### src/rtl/pmcr_pkg.sv
// Constants for the packet modem control register block
package pmcr_pkg;
  // Register select codes on the two address pins
  localparam logic [1:0] ADDR_DATA = 2'h0;
  localparam logic [1:0] ADDR_CMD = 2'h1;
  localparam logic [1:0] ADDR_CTRL = 2'h2;
  localparam logic [1:0] ADDR_MODE = 2'h3;
  // Fields of modem_control
  localparam int CTL_DIV_HI = 7;
  localparam int CTL_DIV_LO = 6;
  localparam int CTL_ALT_CRC = 4;
  localparam int CTL_ALT_FILT = 3;
  localparam int CTL_BINARY = 2;
  localparam int CTL_TOL = 1;
  localparam int CTL_FREEZE = 0;
  // Fields of operating_mode
  localparam int MOD_IRQ_EN = 7;
  localparam int MOD_INV = 6;
  localparam int MOD_DIR = 5;
  localparam int MOD_ZP = 4;
  localparam int MOD_POWER_SAVE = 3;
  localparam int MOD_STATUS_SYMBOL_IRQ_ENABLE = 2;
  localparam int MOD_NEXT_STATUS_SYMBOL_HI = 1;
  localparam int MOD_NEXT_STATUS_SYMBOL_LO = 0;
  // Fields of task_command
  localparam int CMD_AUTONOMOUS_SYNC_DETECT = 7;
  localparam int CMD_EYE = 6;
  localparam int CMD_TASK_HI = 2;
  localparam int CMD_TASK_LO = 0;
  localparam logic [2:0] TASK_NULL = 3'h0;
  localparam logic [2:0] TASK_RESET = 3'h7;
  localparam logic [7:0] REG_RESET = 8'h00;
  // Crystal cycles per symbol in four-level mode
  localparam int DIV_W = 12;
  localparam logic [DIV_W-1:0] DIV_CODE0 = 12'h200;
  localparam logic [DIV_W-1:0] DIV_CODE1 = 12'h300;
  localparam logic [DIV_W-1:0] DIV_CODE2 = 12'h400;
  localparam logic [DIV_W-1:0] DIV_CODE3 = 12'h600;
  // Frame sync bit error tolerances
  localparam logic [2:0] TOL_FOUR_LOW = 3'h3;
  localparam logic [2:0] TOL_FOUR_HIGH = 3'h7;
  localparam logic [2:0] TOL_BINARY = 3'h5;
  // Status symbol levels, two's complement
  localparam logic [2:0] LVL_P3 = 3'h3;
  localparam logic [2:0] LVL_P1 = 3'h1;
  localparam logic [2:0] LVL_M1 = 3'h7;
  localparam logic [2:0] LVL_M3 = 3'h5;
  // Host write capture states
  typedef enum logic [1:0] {
    WR_IDLE = 2'b00,
    WR_LOW = 2'b01,
    WR_COMMIT = 2'b11
  } pmcr_wr_e;
endpackage : pmcr_pkg

### src/rtl/pmcr_regs.sv
// Packet modem control, mode and command registers with symbol divider
`timescale 1ns/1ns
`default_nettype none
//////////////////////////////////////////////////////////////////////////////
module pmcr_regs (
  input wire logic REF_CLK,
  input wire logic RESET_N,
  input wire logic [1:0] HOST_ADDR,
  input wire logic [7:0] HOST_WDATA,
  input wire logic HOST_CS_N,
  input wire logic HOST_WR_N,
  input wire logic TASK_ACTIVE,
  input wire logic STATUS_IRQ_FLAG,
  input wire logic STATUS_READ,
  input wire logic SYMBOL_EVENT,
  input wire logic SYMBOL_IS_SPARE,
  input wire logic [1:0] RX_STATUS_CODE,
  output logic DATA_WRITE,
  output logic [7:0] DATA_WDATA,
  output logic SYMBOL_TICK,
  output logic TASK_START,
  output logic [2:0] TASK_CODE,
  output logic TASK_CANCEL,
  output logic BINARY_MODE,
  output logic TRANSMIT_MODE,
  output logic ALT_CHECKSUM,
  output logic ALT_FILTER,
  output logic [2:0] SYNC_TOLERANCE,
  output logic CORRECTION_FREEZE,
  output logic SYMBOL_INVERT,
  output logic ANALOG_ENABLE,
  output logic OSC_ENABLE,
  output logic TX_FILTER_BIAS,
  output logic AUTO_SYNC_ENABLE,
  output logic EYE_ROUTE,
  output logic [2:0] TX_STATUS_LEVEL,
  output logic IRQ_SET,
  output logic STATUS_SYMBOL_READY,
  output logic [1:0] RECEIVED_STATUS_VALUE,
  output logic IRQ_PIN_N_OUT,
  output logic IRQ_PIN_N_OE_N
);
  //////////////////////////////////////////////////////////////////////////////
  // Pin synchronisers
  logic [1:0] addr_s1, addr_s2;
  logic [7:0] data_s1, data_s2;
  logic cs_n_s1, cs_n_s2, wr_n_s1, wr_n_s2;

  always_ff @(posedge REF_CLK) begin
    if (!RESET_N) begin
      addr_s1 <= 2'h0;
      addr_s2 <= 2'h0;
      data_s1 <= 8'h00;
      data_s2 <= 8'h00;
      cs_n_s1 <= 1'b1;
      cs_n_s2 <= 1'b1;
      wr_n_s1 <= 1'b1;
      wr_n_s2 <= 1'b1;
    end else begin
      addr_s1 <= HOST_ADDR;
      addr_s2 <= addr_s1;
      data_s1 <= HOST_WDATA;
      data_s2 <= data_s1;
      cs_n_s1 <= HOST_CS_N;
      cs_n_s2 <= cs_n_s1;
      wr_n_s1 <= HOST_WR_N;
      wr_n_s2 <= wr_n_s1;
    end
  end

  //////////////////////////////////////////////////////////////////////////////
  // Write capture: data taken at the end of the strobe
  pmcr_pkg::pmcr_wr_e wr_state;
  pmcr_pkg::pmcr_wr_e next_wr_state;
  logic [1:0] wr_addr;
  logic [7:0] wr_data;
  logic commit;

  always_comb begin
    next_wr_state = wr_state;
    case (wr_state)
      pmcr_pkg::WR_IDLE: begin
        if (!cs_n_s2 && !wr_n_s2) next_wr_state = pmcr_pkg::WR_LOW;
      end
      pmcr_pkg::WR_LOW: begin
        if (wr_n_s2) next_wr_state = pmcr_pkg::WR_COMMIT;
      end
      pmcr_pkg::WR_COMMIT: next_wr_state = pmcr_pkg::WR_IDLE;
      default: next_wr_state = pmcr_pkg::WR_IDLE;
    endcase
  end

  always_ff @(posedge REF_CLK) begin
    if (!RESET_N) begin
      wr_state <= pmcr_pkg::WR_IDLE;
      wr_addr <= 2'h0;
      wr_data <= 8'h00;
    end else begin
      wr_state <= next_wr_state;
      if (wr_state == pmcr_pkg::WR_LOW && !wr_n_s2) begin
        wr_addr <= addr_s2;
        wr_data <= data_s2;
      end else if (next_wr_state == pmcr_pkg::WR_LOW) begin
        wr_addr <= addr_s2;
        wr_data <= data_s2;
      end
    end
  end

  assign commit = (wr_state == pmcr_pkg::WR_COMMIT);

  //////////////////////////////////////////////////////////////////////////////
  // Registers
  logic [7:0] modem_control, operating_mode, task_command;
  logic wr_ctrl, wr_mode, wr_cmd, cmd_ok;

  assign wr_ctrl = commit && wr_addr == pmcr_pkg::ADDR_CTRL;
  assign wr_mode = commit && wr_addr == pmcr_pkg::ADDR_MODE;
  assign wr_cmd = commit && wr_addr == pmcr_pkg::ADDR_CMD;
  assign cmd_ok = wr_cmd && !operating_mode[pmcr_pkg::MOD_ZP];

  always_ff @(posedge REF_CLK) begin
    if (!RESET_N) begin
      modem_control <= pmcr_pkg::REG_RESET;
      operating_mode <= pmcr_pkg::REG_RESET;
      task_command <= pmcr_pkg::REG_RESET;
    end else begin
      if (wr_ctrl) modem_control <= wr_data;
      if (wr_mode) operating_mode <= wr_data;
      if (cmd_ok) task_command <= wr_data;
    end
  end

  // Data buffer writes pass straight to the buffer logic
  always_ff @(posedge REF_CLK) begin
    if (!RESET_N) begin
      DATA_WRITE <= 1'b0;
      DATA_WDATA <= 8'h00;
    end else begin
      DATA_WRITE <= commit && wr_addr == pmcr_pkg::ADDR_DATA;
      if (commit) DATA_WDATA <= wr_data;
    end
  end

  //////////////////////////////////////////////////////////////////////////////
  // Task launch and cancel
  logic [2:0] wr_task;
  logic mode_flip, dir_flip;

  assign wr_task = wr_data[pmcr_pkg::CMD_TASK_HI:pmcr_pkg::CMD_TASK_LO];
  assign mode_flip = wr_ctrl && (wr_data[pmcr_pkg::CTL_BINARY]
                     != modem_control[pmcr_pkg::CTL_BINARY]);
  assign dir_flip = wr_mode && (wr_data[pmcr_pkg::MOD_DIR]
                    != operating_mode[pmcr_pkg::MOD_DIR]);

  always_ff @(posedge REF_CLK) begin
    if (!RESET_N) begin
      TASK_START <= 1'b0;
      TASK_CODE <= pmcr_pkg::TASK_NULL;
      TASK_CANCEL <= 1'b0;
    end else begin
      TASK_START <= cmd_ok && wr_task != pmcr_pkg::TASK_NULL
                    && wr_task != pmcr_pkg::TASK_RESET;
      if (cmd_ok) TASK_CODE <= wr_task;
      TASK_CANCEL <= mode_flip || dir_flip
                     || (cmd_ok && wr_task == pmcr_pkg::TASK_RESET);
    end
  end

  //////////////////////////////////////////////////////////////////////////////
  // Symbol rate divider
  logic [pmcr_pkg::DIV_W:0] ratio;
  logic [pmcr_pkg::DIV_W-1:0] base;
  logic [pmcr_pkg::DIV_W:0] div_cnt;

  always_comb begin
    case (modem_control[pmcr_pkg::CTL_DIV_HI:pmcr_pkg::CTL_DIV_LO])
      2'h0: base = pmcr_pkg::DIV_CODE0;
      2'h1: base = pmcr_pkg::DIV_CODE1;
      2'h2: base = pmcr_pkg::DIV_CODE2;
      default: base = pmcr_pkg::DIV_CODE3;
    endcase
    ratio = modem_control[pmcr_pkg::CTL_BINARY] ? {base, 1'b0} : {1'b0, base};
  end

  // Stopped in zero power; restarts from a full period
  always_ff @(posedge REF_CLK) begin
    if (!RESET_N) begin
      div_cnt <= '0;
      SYMBOL_TICK <= 1'b0;
    end else if (operating_mode[pmcr_pkg::MOD_ZP] || TASK_CANCEL || div_cnt >= ratio) begin
      div_cnt <= '0;
      SYMBOL_TICK <= 1'b0;
    end else if (div_cnt == ratio - 1'b1) begin
      div_cnt <= '0;
      SYMBOL_TICK <= 1'b1;
    end else begin
      div_cnt <= div_cnt + 1'b1;
      SYMBOL_TICK <= 1'b0;
    end
  end

  //////////////////////////////////////////////////////////////////////////////
  // Decoded controls
  logic four_level, rx_mode;

  assign four_level = !modem_control[pmcr_pkg::CTL_BINARY];
  assign rx_mode = !operating_mode[pmcr_pkg::MOD_DIR];
  assign BINARY_MODE = modem_control[pmcr_pkg::CTL_BINARY];
  assign TRANSMIT_MODE = operating_mode[pmcr_pkg::MOD_DIR];
  assign ALT_CHECKSUM = four_level && modem_control[pmcr_pkg::CTL_ALT_CRC];
  assign ALT_FILTER = four_level && modem_control[pmcr_pkg::CTL_ALT_FILT];
  assign SYNC_TOLERANCE = !four_level ? pmcr_pkg::TOL_BINARY :
                          modem_control[pmcr_pkg::CTL_TOL] ? pmcr_pkg::TOL_FOUR_HIGH
                          : pmcr_pkg::TOL_FOUR_LOW;
  assign CORRECTION_FREEZE = modem_control[pmcr_pkg::CTL_FREEZE];
  assign SYMBOL_INVERT = operating_mode[pmcr_pkg::MOD_INV];
  assign ANALOG_ENABLE = !operating_mode[pmcr_pkg::MOD_POWER_SAVE]
                         && !operating_mode[pmcr_pkg::MOD_ZP];
  assign OSC_ENABLE = !operating_mode[pmcr_pkg::MOD_ZP];
  assign TX_FILTER_BIAS = !rx_mode && !TASK_ACTIVE;
  assign AUTO_SYNC_ENABLE = rx_mode && task_command[pmcr_pkg::CMD_AUTONOMOUS_SYNC_DETECT];
  assign EYE_ROUTE = rx_mode && task_command[pmcr_pkg::CMD_EYE];

  // Next status level; receive mode drives none
  always_comb begin
    TX_STATUS_LEVEL = pmcr_pkg::LVL_M1;
    case (operating_mode[pmcr_pkg::MOD_NEXT_STATUS_SYMBOL_HI:pmcr_pkg::MOD_NEXT_STATUS_SYMBOL_LO])
      2'h3: TX_STATUS_LEVEL = four_level ? pmcr_pkg::LVL_P3 : pmcr_pkg::LVL_P1;
      2'h2: TX_STATUS_LEVEL = pmcr_pkg::LVL_P1;
      2'h0: TX_STATUS_LEVEL = pmcr_pkg::LVL_M1;
      default: TX_STATUS_LEVEL = four_level ? pmcr_pkg::LVL_M3 : pmcr_pkg::LVL_M1;
    endcase
    if (rx_mode) TX_STATUS_LEVEL = 3'h0;
  end

  //////////////////////////////////////////////////////////////////////////////
  // Status symbol events
  logic sym_hit;

  assign sym_hit = SYMBOL_EVENT && operating_mode[pmcr_pkg::MOD_STATUS_SYMBOL_IRQ_ENABLE]
                   && !(BINARY_MODE && SYMBOL_IS_SPARE);

  always_ff @(posedge REF_CLK) begin
    if (!RESET_N) begin
      IRQ_SET <= 1'b0;
      STATUS_SYMBOL_READY <= 1'b0;
      RECEIVED_STATUS_VALUE <= 2'h0;
    end else begin
      IRQ_SET <= sym_hit;
      // Set wins over a same-cycle status read
      if (sym_hit) STATUS_SYMBOL_READY <= 1'b1;
      else if (STATUS_READ) STATUS_SYMBOL_READY <= 1'b0;
      if (sym_hit && rx_mode) RECEIVED_STATUS_VALUE <= RX_STATUS_CODE;
    end
  end

  // Open-drain interrupt pin
  assign IRQ_PIN_N_OUT = 1'b0;
  assign IRQ_PIN_N_OE_N = !(operating_mode[pmcr_pkg::MOD_IRQ_EN] && STATUS_IRQ_FLAG);

  //////////////////////////////////////////////////////////////////////////////
  // Assertions
  property p_zp_blocks;
    @(posedge REF_CLK) disable iff (!RESET_N)
      wr_cmd && operating_mode[pmcr_pkg::MOD_ZP] |=> !TASK_START && $stable(task_command);
  endproperty
  a_zp_blocks: assert property (p_zp_blocks) else $error("command taken in zero power");
  property p_rx_value;
    @(posedge REF_CLK) disable iff (!RESET_N)
      SYMBOL_EVENT && operating_mode[pmcr_pkg::MOD_STATUS_SYMBOL_IRQ_ENABLE] && rx_mode && !SYMBOL_IS_SPARE
      |=> RECEIVED_STATUS_VALUE == $past(RX_STATUS_CODE);
  endproperty
  a_rx_value: assert property (p_rx_value) else $error("status value not stored");
  property p_ready_clear;
    @(posedge REF_CLK) disable iff (!RESET_N)
      STATUS_READ && !sym_hit |=> !STATUS_SYMBOL_READY;
  endproperty
  a_ready_clear: assert property (p_ready_clear) else $error("ready not cleared");
  property p_task_start;
    @(posedge REF_CLK) disable iff (!RESET_N)
      cmd_ok && wr_task != pmcr_pkg::TASK_NULL && wr_task != pmcr_pkg::TASK_RESET
      |=> TASK_START && TASK_CODE == $past(wr_task);
  endproperty
  a_task_start: assert property (p_task_start) else $error("task not started");
  property p_dir_cancel;
    @(posedge REF_CLK) disable iff (!RESET_N)
      $changed(operating_mode[pmcr_pkg::MOD_DIR]) |-> TASK_CANCEL;
  endproperty
  a_dir_cancel: assert property (p_dir_cancel) else $error("no cancel on direction");
  property p_mode_cancel;
    @(posedge REF_CLK) disable iff (!RESET_N)
      $changed(BINARY_MODE) |-> TASK_CANCEL;
  endproperty
  a_mode_cancel: assert property (p_mode_cancel) else $error("no cancel on protocol");
  property p_irq_pin;
    @(posedge REF_CLK) disable iff (!RESET_N)
      IRQ_PIN_N_OE_N == !(operating_mode[pmcr_pkg::MOD_IRQ_EN] && STATUS_IRQ_FLAG);
  endproperty
  a_irq_pin: assert property (p_irq_pin) else $error("interrupt pin wrong");
  property p_spare;
    @(posedge REF_CLK) disable iff (!RESET_N)
      SYMBOL_EVENT && SYMBOL_IS_SPARE && BINARY_MODE |=> !IRQ_SET;
  endproperty
  a_spare: assert property (p_spare) else $error("spare bit raised interrupt");
  property p_sym_ready;
    @(posedge REF_CLK) disable iff (!RESET_N)
      SYMBOL_EVENT && operating_mode[pmcr_pkg::MOD_STATUS_SYMBOL_IRQ_ENABLE] && !SYMBOL_IS_SPARE
      |=> IRQ_SET && STATUS_SYMBOL_READY;
  endproperty
  a_sym_ready: assert property (p_sym_ready) else $error("symbol flags not set");
  property p_tick_gap;
    @(posedge REF_CLK) disable iff (!RESET_N)
      SYMBOL_TICK && ratio == pmcr_pkg::DIV_CODE0 && $stable(ratio)
      |=> !SYMBOL_TICK [*8];
  endproperty
  a_tick_gap: assert property (p_tick_gap) else $error("symbol tick too fast");
  property p_tol;
    @(posedge REF_CLK) disable iff (!RESET_N)
      BINARY_MODE |-> SYNC_TOLERANCE == pmcr_pkg::TOL_BINARY;
  endproperty
  a_tol: assert property (p_tol) else $error("binary tolerance wrong");
  c_task: cover property (@(posedge REF_CLK) disable iff (!RESET_N) TASK_START);
  c_reset_task: cover property (@(posedge REF_CLK) disable iff (!RESET_N)
    cmd_ok && wr_task == pmcr_pkg::TASK_RESET);
  c_symbol: cover property (@(posedge REF_CLK) disable iff (!RESET_N) IRQ_SET && rx_mode);
endmodule : pmcr_regs
`default_nettype wire

### config.mk
export PLATFORM = sky130hd
export DESIGN_NAME = pmcr_regs
export DESIGN_NICKNAME = d
export VERILOG_FILES = /design/src/rtl/pmcr_pkg.sv /design/src/rtl/pmcr_regs.sv
export SDC_FILE = /design/constraint.sdc
export NUM_CORES = 1
export LEC_CHECK = 0
export ABC_AREA = 1
export BUFFER_PORTS_ARGS = -buffer_cell sky130_fd_sc_hd__buf_4
export CAP_MARGIN = 10
export CORE_MARGIN = 5
export CORE_UTILIZATION = 56
export CTS_BUF_LIST = sky130_fd_sc_hd__clkbuf_8
export CTS_CLUSTER_DIAMETER = 40
export CTS_CLUSTER_SIZE = 40
export DETAILED_ROUTE_END_ITERATION = 8
export PLACE_DENSITY_LB_ADDON = 0.05
export SYNTH_ARGS = -nofsm -noshare
export SYNTH_HDL_FRONTEND = slang
export SYNTH_SLANG_ARGS = --single-unit
### constraint.sdc
create_clock -name REF_CLK -period 2 [get_ports REF_CLK]
set_input_delay 0.4 -clock REF_CLK [delete_from_list [all_inputs] [get_ports REF_CLK]]
set_output_delay 0.4 -clock REF_CLK [all_outputs]
set_load 0.03 [all_outputs]
==> run metrics, run 1 <==
outcome finished, final reports clean; most frequent cells in the layout dfxtp_1 (82), inv_1 (63), buf_4 (63), nand2_1 (50), nor2_1 (47); Finished Layout Cells 558; cts bufs inserted 9; pin count of the biggest net entering global routing 62; Ys Warns 0; crit-path max cell delay 0.42 ns; DR WL met3 473 um; CTS Buffer Depth 2; layout cells sized above 1 26.50%; DRC 0; worst slew pin tran 0.5128 ns; critical path peak fanout 8; Detailed Routing Iterations Pass 1 4; register area share after synthesis 49.71%; Distinct cells, synth 35; CTS H-tree lvls 3; synthesized area 3423 um2; initial core utilization 57.82%; Max Slew Vio Count 0; antenna violations before repair 0; DRT met1 WL 3304 um; drt total wl 7243 um; Final Critical Period 1.920 ns; Power Dens Cells 755.7 nW/um2; RePlAce Congestion 0.8114; Slew headroom 65.81%; Crit Path Category reg2reg; Port Buffers 56; setup TNS 0 ns; via/cell ratio 4.894; Initial DRC Count 148; max-cap check violation count 0; worst ir drop on vdd 0.4814 mV; Clock Latency Late Sink 0.36 ns; # setup viols final 0; core box area 5921 um2; HP Class in2reg; max layer used met4; worst hold start HOST_WDATA[0]; WL/cell 12.98 um; Root Driver clkbuf_8; crit-path cells inv_8 -> nand2_8 -> inv_2 -> a21oi_4 -> ha_4 -> nand2_2 -> nand3_2 -> nor2_2 -> nand2_1 -> nor2_1 -> nand2_1 -> nand3_4 -> clkbuf_16 -> nor2_2; Worst Path Arrival 2.18 ns; gr usage total 18.99%; Static Leak 0.001960 uW; dominant cells by area after synthesis dfxtp_1 (50%), inv_1 (7.2%), o21ai_0 (6.1%), nand2_1 (5.8%), nor2_1 (5.4%); Min-Delay Path Depth 3; number of global-route vias before repair 2392; via count 2731; antenna violation net count after detailed routing 0; Syn Area/Cell 8.112 um2; most common cell after layout, fill and taps aside dfxtp_1; Area Overhead vs Synth 22.41%; grt total ovfl 0; Site Rows 28; Die H 88.19 um; flop2flop setup slack 0.08 ns; CP startpoint kind register; hold endpoint data_s1[0]; clock sinks 85; max frequency 520.8 MHz; final core occ 70.77%; TritonCTS clock tree yes; Final Cycle Share 96.01%; first-pass GRT wire length 11250 um; Setup Skew 0.01131 ns; placed insts 539; CP Capture Type register; r2r startpoint modem_control[2]; final hold violations 0; die area 7777 um2; met2 routed WL 3349 um; FF-to-FF End div_cnt[11]; Max stage delay cell, worst path dfxtp_4; Worst Path Required 2.26 ns; DP HPWL 4978 um; Yosys top cell area share 49.71%; Syn Inst Count 422; flops & latches, synth 85; Synth area leader dfxtp_1; path depth of the worst reg2reg path 14; fin nets 505; unrepaired setup endpoints after global routing true; Ant. Diodes 0; Syn Nets 449; clk slew on worst S/H paths 0.09 ns; io pins 59; width of the die 88.19 um
-- cell type report --
| cell class | count | area, um2 |
|---|---|---|
| clock buffers | 11 | 151.4 |
| clock inverters | 5 | 65.06 |
| fillers | 508 | 1730 |
| inverters | 69 | 266.5 |
| multi-input cells | 248 | 1388 |
| flip-flops and latches | 85 | 1708 |
| well taps | 75 | 93.84 |
| repair buffers | 65 | 518.0 |
-- kinds of logic after synthesis --
kind of cell | count (synthesis) | share of synthesized area, %
flip-flops | 85 | 49.71
XOR/XNOR | 13 | 3.326
other | 2 | 0.2194
buffers and inverters | 89 | 11.33
AND/OR/NAND/NOR | 152 | 22.08
adder cells (fa/ha/maj) | 6 | 2.193
AO/OA/AOI/OAI | 75 | 11.15
-- what timing repair did --
action | in CTS | in global routing
hold buffers | 0 | 0
endpoints found under the setup margin | 0 | 13
gates resized for setup | 0 | 17
buffers inserted | 0 | 2
-- worst max path at each step --
stage          cells after the start          end  slack [ns]        startpoint
3_3_place_gp                      14   div_cnt[2]        0.11  modem_control[2]
4_1_cts                           14   div_cnt[2]        0.03  modem_control[2]
5_1_grt                           14  div_cnt[11]       -0.08  modem_control[2]
2_1_floorplan                     15  div_cnt[10]        0.03  modem_control[2]
3_5_place_dp                      14   div_cnt[2]        0.05  modem_control[2]
6_report                          14  div_cnt[11]        0.08  modem_control[2]
-- critical path: cells and delay by family, from the launching register on --
family	cells	cell delay, ns
buffers and inverters	3	0.28
adder cells (fa/ha/maj)	1	0.23
flip-flops	1	0.42
AND/OR/NAND/NOR	9	0.71
AO/OA/AOI/OAI	1	0.16
-- report_power, final --
group / internal, uW / total (uW) / switching, uW
registers: 1720 / 1740 / 17.3
logic: 64.5 / 142 / 77.3
clock network: 659 / 1280 / 626
total: 2450 / 3170 / 720
-- stage by stage --
| stage | worst slack, ns | cell area (um2) | hold WS, ns | total power (uW) |
|---|---|---|---|---|
| after detailed placement | 0.04835 | 3875 | 0.3967 | 1916 |
| after global routing | -0.07822 | 4190 | 0.2022 | 3287 |
| after global placement | 0.1073 | 3875 | 0.3934 | 1913 |
| after floorplan | 0.02830 | 3425 | 0.3905 | 1863 |
| after CTS | 0.02728 | 4091 | 0.2027 | 3192 |
| final | 0.07990 | 4190 | 0.2166 | 3166 |
-- layer usage --
metal | track usage [%] | up-vias
met2 | 29.16 | 63
li1 | - | 1421
met1 | 25.71 | 1239
met5 | 0 | -
met4 | 9.066 | 0
met3 | 3.575 | 8
-- cell usage after synthesis (all sizes together) --
master / number
nand4: 4
a21oi: 30
nand3: 14
inv: 69
conb: 2
buf: 13
o22ai: 1
clkbuf: 7
nor2: 59
nor3: 8
xnor2: 2
a31oi: 1
nand2: 58
dfxtp: 85
nor4: 3
ha: 6
or2: 5
nand3b: 1
xor2: 11
o21ai: 43
-- state kept, by name, summed over array words and instances, names as in the netlist, 2 cells and up --
register	count
div_cnt	13
DATA_WDATA	8
data_s1	8
data_s2	8
operating_mode	8
wr_data	8
modem_control	7
task_command	5
RECEIVED_STATUS_VALUE	2
addr_s1	2
addr_s2	2
wr_addr	2
wr_state	2
Note: power is estimated with default switching activity, not from simulation.
==> run 2: changes to the inputs <==
--- a/config.mk
+++ b/config.mk
@@ -15,6 +15,7 @@
 export CTS_CLUSTER_SIZE = 40
 export DETAILED_ROUTE_END_ITERATION = 8
 export PLACE_DENSITY_LB_ADDON = 0.05
+export REMOVE_ABC_BUFFERS = 1
 export SYNTH_ARGS = -nofsm -noshare
 export SYNTH_HDL_FRONTEND = slang
 export SYNTH_SLANG_ARGS = --single-unit
==> run 2 against run 1 <==
Effect of this change:
- register-to-register slack better by 0.07 ns
- sequential power is essentially flat
- worst hold slack got worse by 0.0053 ns
- global-route usage grew 0.47 points
- highest routed layer unchanged
- clock skew decreased by 0.0018 ns
==> run metrics, run 2 (synthesized netlist as in run 1, its figures left out) <==
HP Class in2reg (unchanged); worst ir drop on vdd 0.6418 mV (was 0.4814 mV); Root Driver clkbuf_8 (unchanged); gr usage total 19.46% (was 18.99%); Initial DRC Count 118 (was 148); Die H 88.19 um (unchanged); Static Leak 0.001959 uW (was 0.001960 uW); Worst Path Arrival 2.10 ns (was 2.18 ns); drt total wl 6887 um (was 7243 um); first-pass GRT wire length 11720 um (was 11250 um); CP Capture Type register (unchanged); CTS Buffer Depth 2 (unchanged); worst hold start HOST_WDATA[1] (was HOST_WDATA[0]); grt total ovfl 0 (unchanged); Reg with most FFs div_cnt (unchanged); FF-to-FF End div_cnt[10] (was div_cnt[11]); CTS H-tree lvls 3 (unchanged); Final Cycle Share 92.49% (was 96.01%); via/cell ratio 4.875 (was 4.894); layout cells sized above 1 25.00% (was 26.50%); TritonCTS clock tree yes (unchanged); hold endpoint data_s1[1] (was data_s1[0]); crit path from modem_control[2] (unchanged); outcome finished, final reports clean (unchanged); unrepaired setup endpoints after global routing false (was true); Crit Path Category reg2reg (unchanged); Power Dens Cells 732.1 nW/um2 (was 755.7 nW/um2); Clock Latency Late Sink 0.36 ns (about the same); max reg flops 13 (unchanged); cts bufs inserted 9 (unchanged); WL/cell 12.32 um (was 12.98 um); r2r startpoint modem_control[2] (unchanged); number of global-route vias before repair 2602 (was 2392); pin count of the biggest net entering global routing 39 (was 62); most common cell after layout, fill and taps aside dfxtp_1 (unchanged); final hold violations 0 (unchanged); Max Slew Vio Count 0 (unchanged); Setup Skew 0.009500 ns (was 0.01131 ns); path depth of the worst reg2reg path 13 (was 14); critical path peak fanout 6 (was 8); via count 2725 (was 2731); flop2flop setup slack 0.15 ns (was 0.08 ns); Worst Path Required 2.26 ns (about the same); max layer used met4 (unchanged); antenna violations before repair 0 (unchanged); setup TNS 0 ns (unchanged); Detailed Routing Iterations Pass 1 5 (was 4); Ant. Diodes 0 (unchanged); DRC 0 (unchanged); initial core utilization 57.82% (unchanged); max frequency 540.6 MHz (was 520.8 MHz); # setup viols final 0 (unchanged); die area 7777 um2 (unchanged); most frequent cells in the layout dfxtp_1 (82), inv_1 (67), buf_4 (64), nand2_1 (52), nor2_1 (47) (was dfxtp_1 (82), inv_1 (63), buf_4 (63), nand2_1 (50), nor2_1 (47)); final core occ 70.08% (was 70.77%); clock sinks 85 (unchanged); Min-Delay Path Depth 3 (unchanged); CP startpoint kind register (unchanged); width of the die 88.19 um (unchanged); Hold WS 0.2113 ns (was 0.2166 ns); DR WL met3 325 um (was 473 um); RePlAce Congestion 0.9577 (was 0.8114); met2 routed WL 3459 um (was 3349 um); Port Buffers 56 (unchanged); max-cap check violation count 0 (unchanged); Final Critical Period 1.850 ns (was 1.920 ns); clk slew on worst S/H paths 0.10 ns (was 0.09 ns); Site Rows 28 (unchanged); DRT met1 WL 2994 um (was 3304 um); fin nets 506 (was 505); core box area 5921 um2 (unchanged); Area Overhead vs Synth 21.20% (was 22.41%); DP HPWL 4984 um (was 4978 um); antenna violation net count after detailed routing 0 (unchanged); io pins 59 (unchanged)
-- run 2: cell count changes in the layout (fill, tap and decap cells not counted), moves of 2 or more --
| cell | change |
|---|---|
| clkbuf_8 | -2 |
| inv_1 | +4 |
| inv_2 | -4 |
| inv_8 | +2 |
| nand2_1 | +2 |
| nand2_2 | -2 |
-- run 2: final cells by class --
class                           instances  area [um2]
Clock buffer                            9       123.9
Inverter                               69       269.0
Timing Repair Buffer                   66       525.5
Sequential cell                        85        1710
Clock inverter                          7       68.82
Fill cell                             468        1772
Multi-Input combinational cell        248        1358
Tap cell                               75       93.84
-- run 2: power breakdown --
part	total [uW]	switching [uW]	leakage [uW]	internal (uW)
registers	1740	16.3	0.000693	1720
clock network	1160	675	0.000102	485
logic	139	74.7	0.00116	64.4
total	3040	766	0.00196	2270
-- run 2: worst max-delay path, stage by stage, from the launching register on --
cell and delay (ns):
dfxtp_4 0.40, inv_8 0.05, nand2_8 0.08, inv_1 0.06, a21oi_2 0.13, ha_1 0.23
inv_1 0.06, o21ai_0 0.15, nand3_1 0.10, nor2_2 0.13, nand2_2 0.08, nand3_4 0.09
clkbuf_16 0.16, nor2_2 0.03
-- run 2: worst max path at each step --
stage / endpoint / depth (start not counted)
final: div_cnt[10] / 13
after global routing: div_cnt[10] / 14
after CTS: div_cnt[0] / 14
after detailed placement: div_cnt[0] / 14
after global placement: div_cnt[0] / 14
after floorplan: div_cnt[0] / 13
-- run 2: stage by stage --
| stage | worst slack (ns) | std cells | area (um2) | power, uW |
|---|---|---|---|---|
| final | 0.1502 | 559 | 4149 | 3037 |
| after global routing | 0.004196 | 559 | 4149 | 3172 |
| after CTS | 0.01689 | 557 | 4083 | 3069 |
| after detailed placement | -0.01228 | 541 | 3889 | 1914 |
| after global placement | 0.07036 | 541 | 3889 | 1909 |
| after floorplan | -0.2654 | 402 | 3302 | 1844 |
-- run 2: what timing repair did --
item	in CTS	in global routing
pin swaps	0	3
setup buffers	0	1
gates resized for setup	1	11
hold buffers	0	0
cloned	0	1
endpoints found under the setup margin	13	13
-- run 2: metal layers --
layer	global-route usage (%)	up-vias
met3	6.773	10
met2	33.17	48
met5	0	-
li1	-	1426
met4	6.868	0
met1	22.64	1241
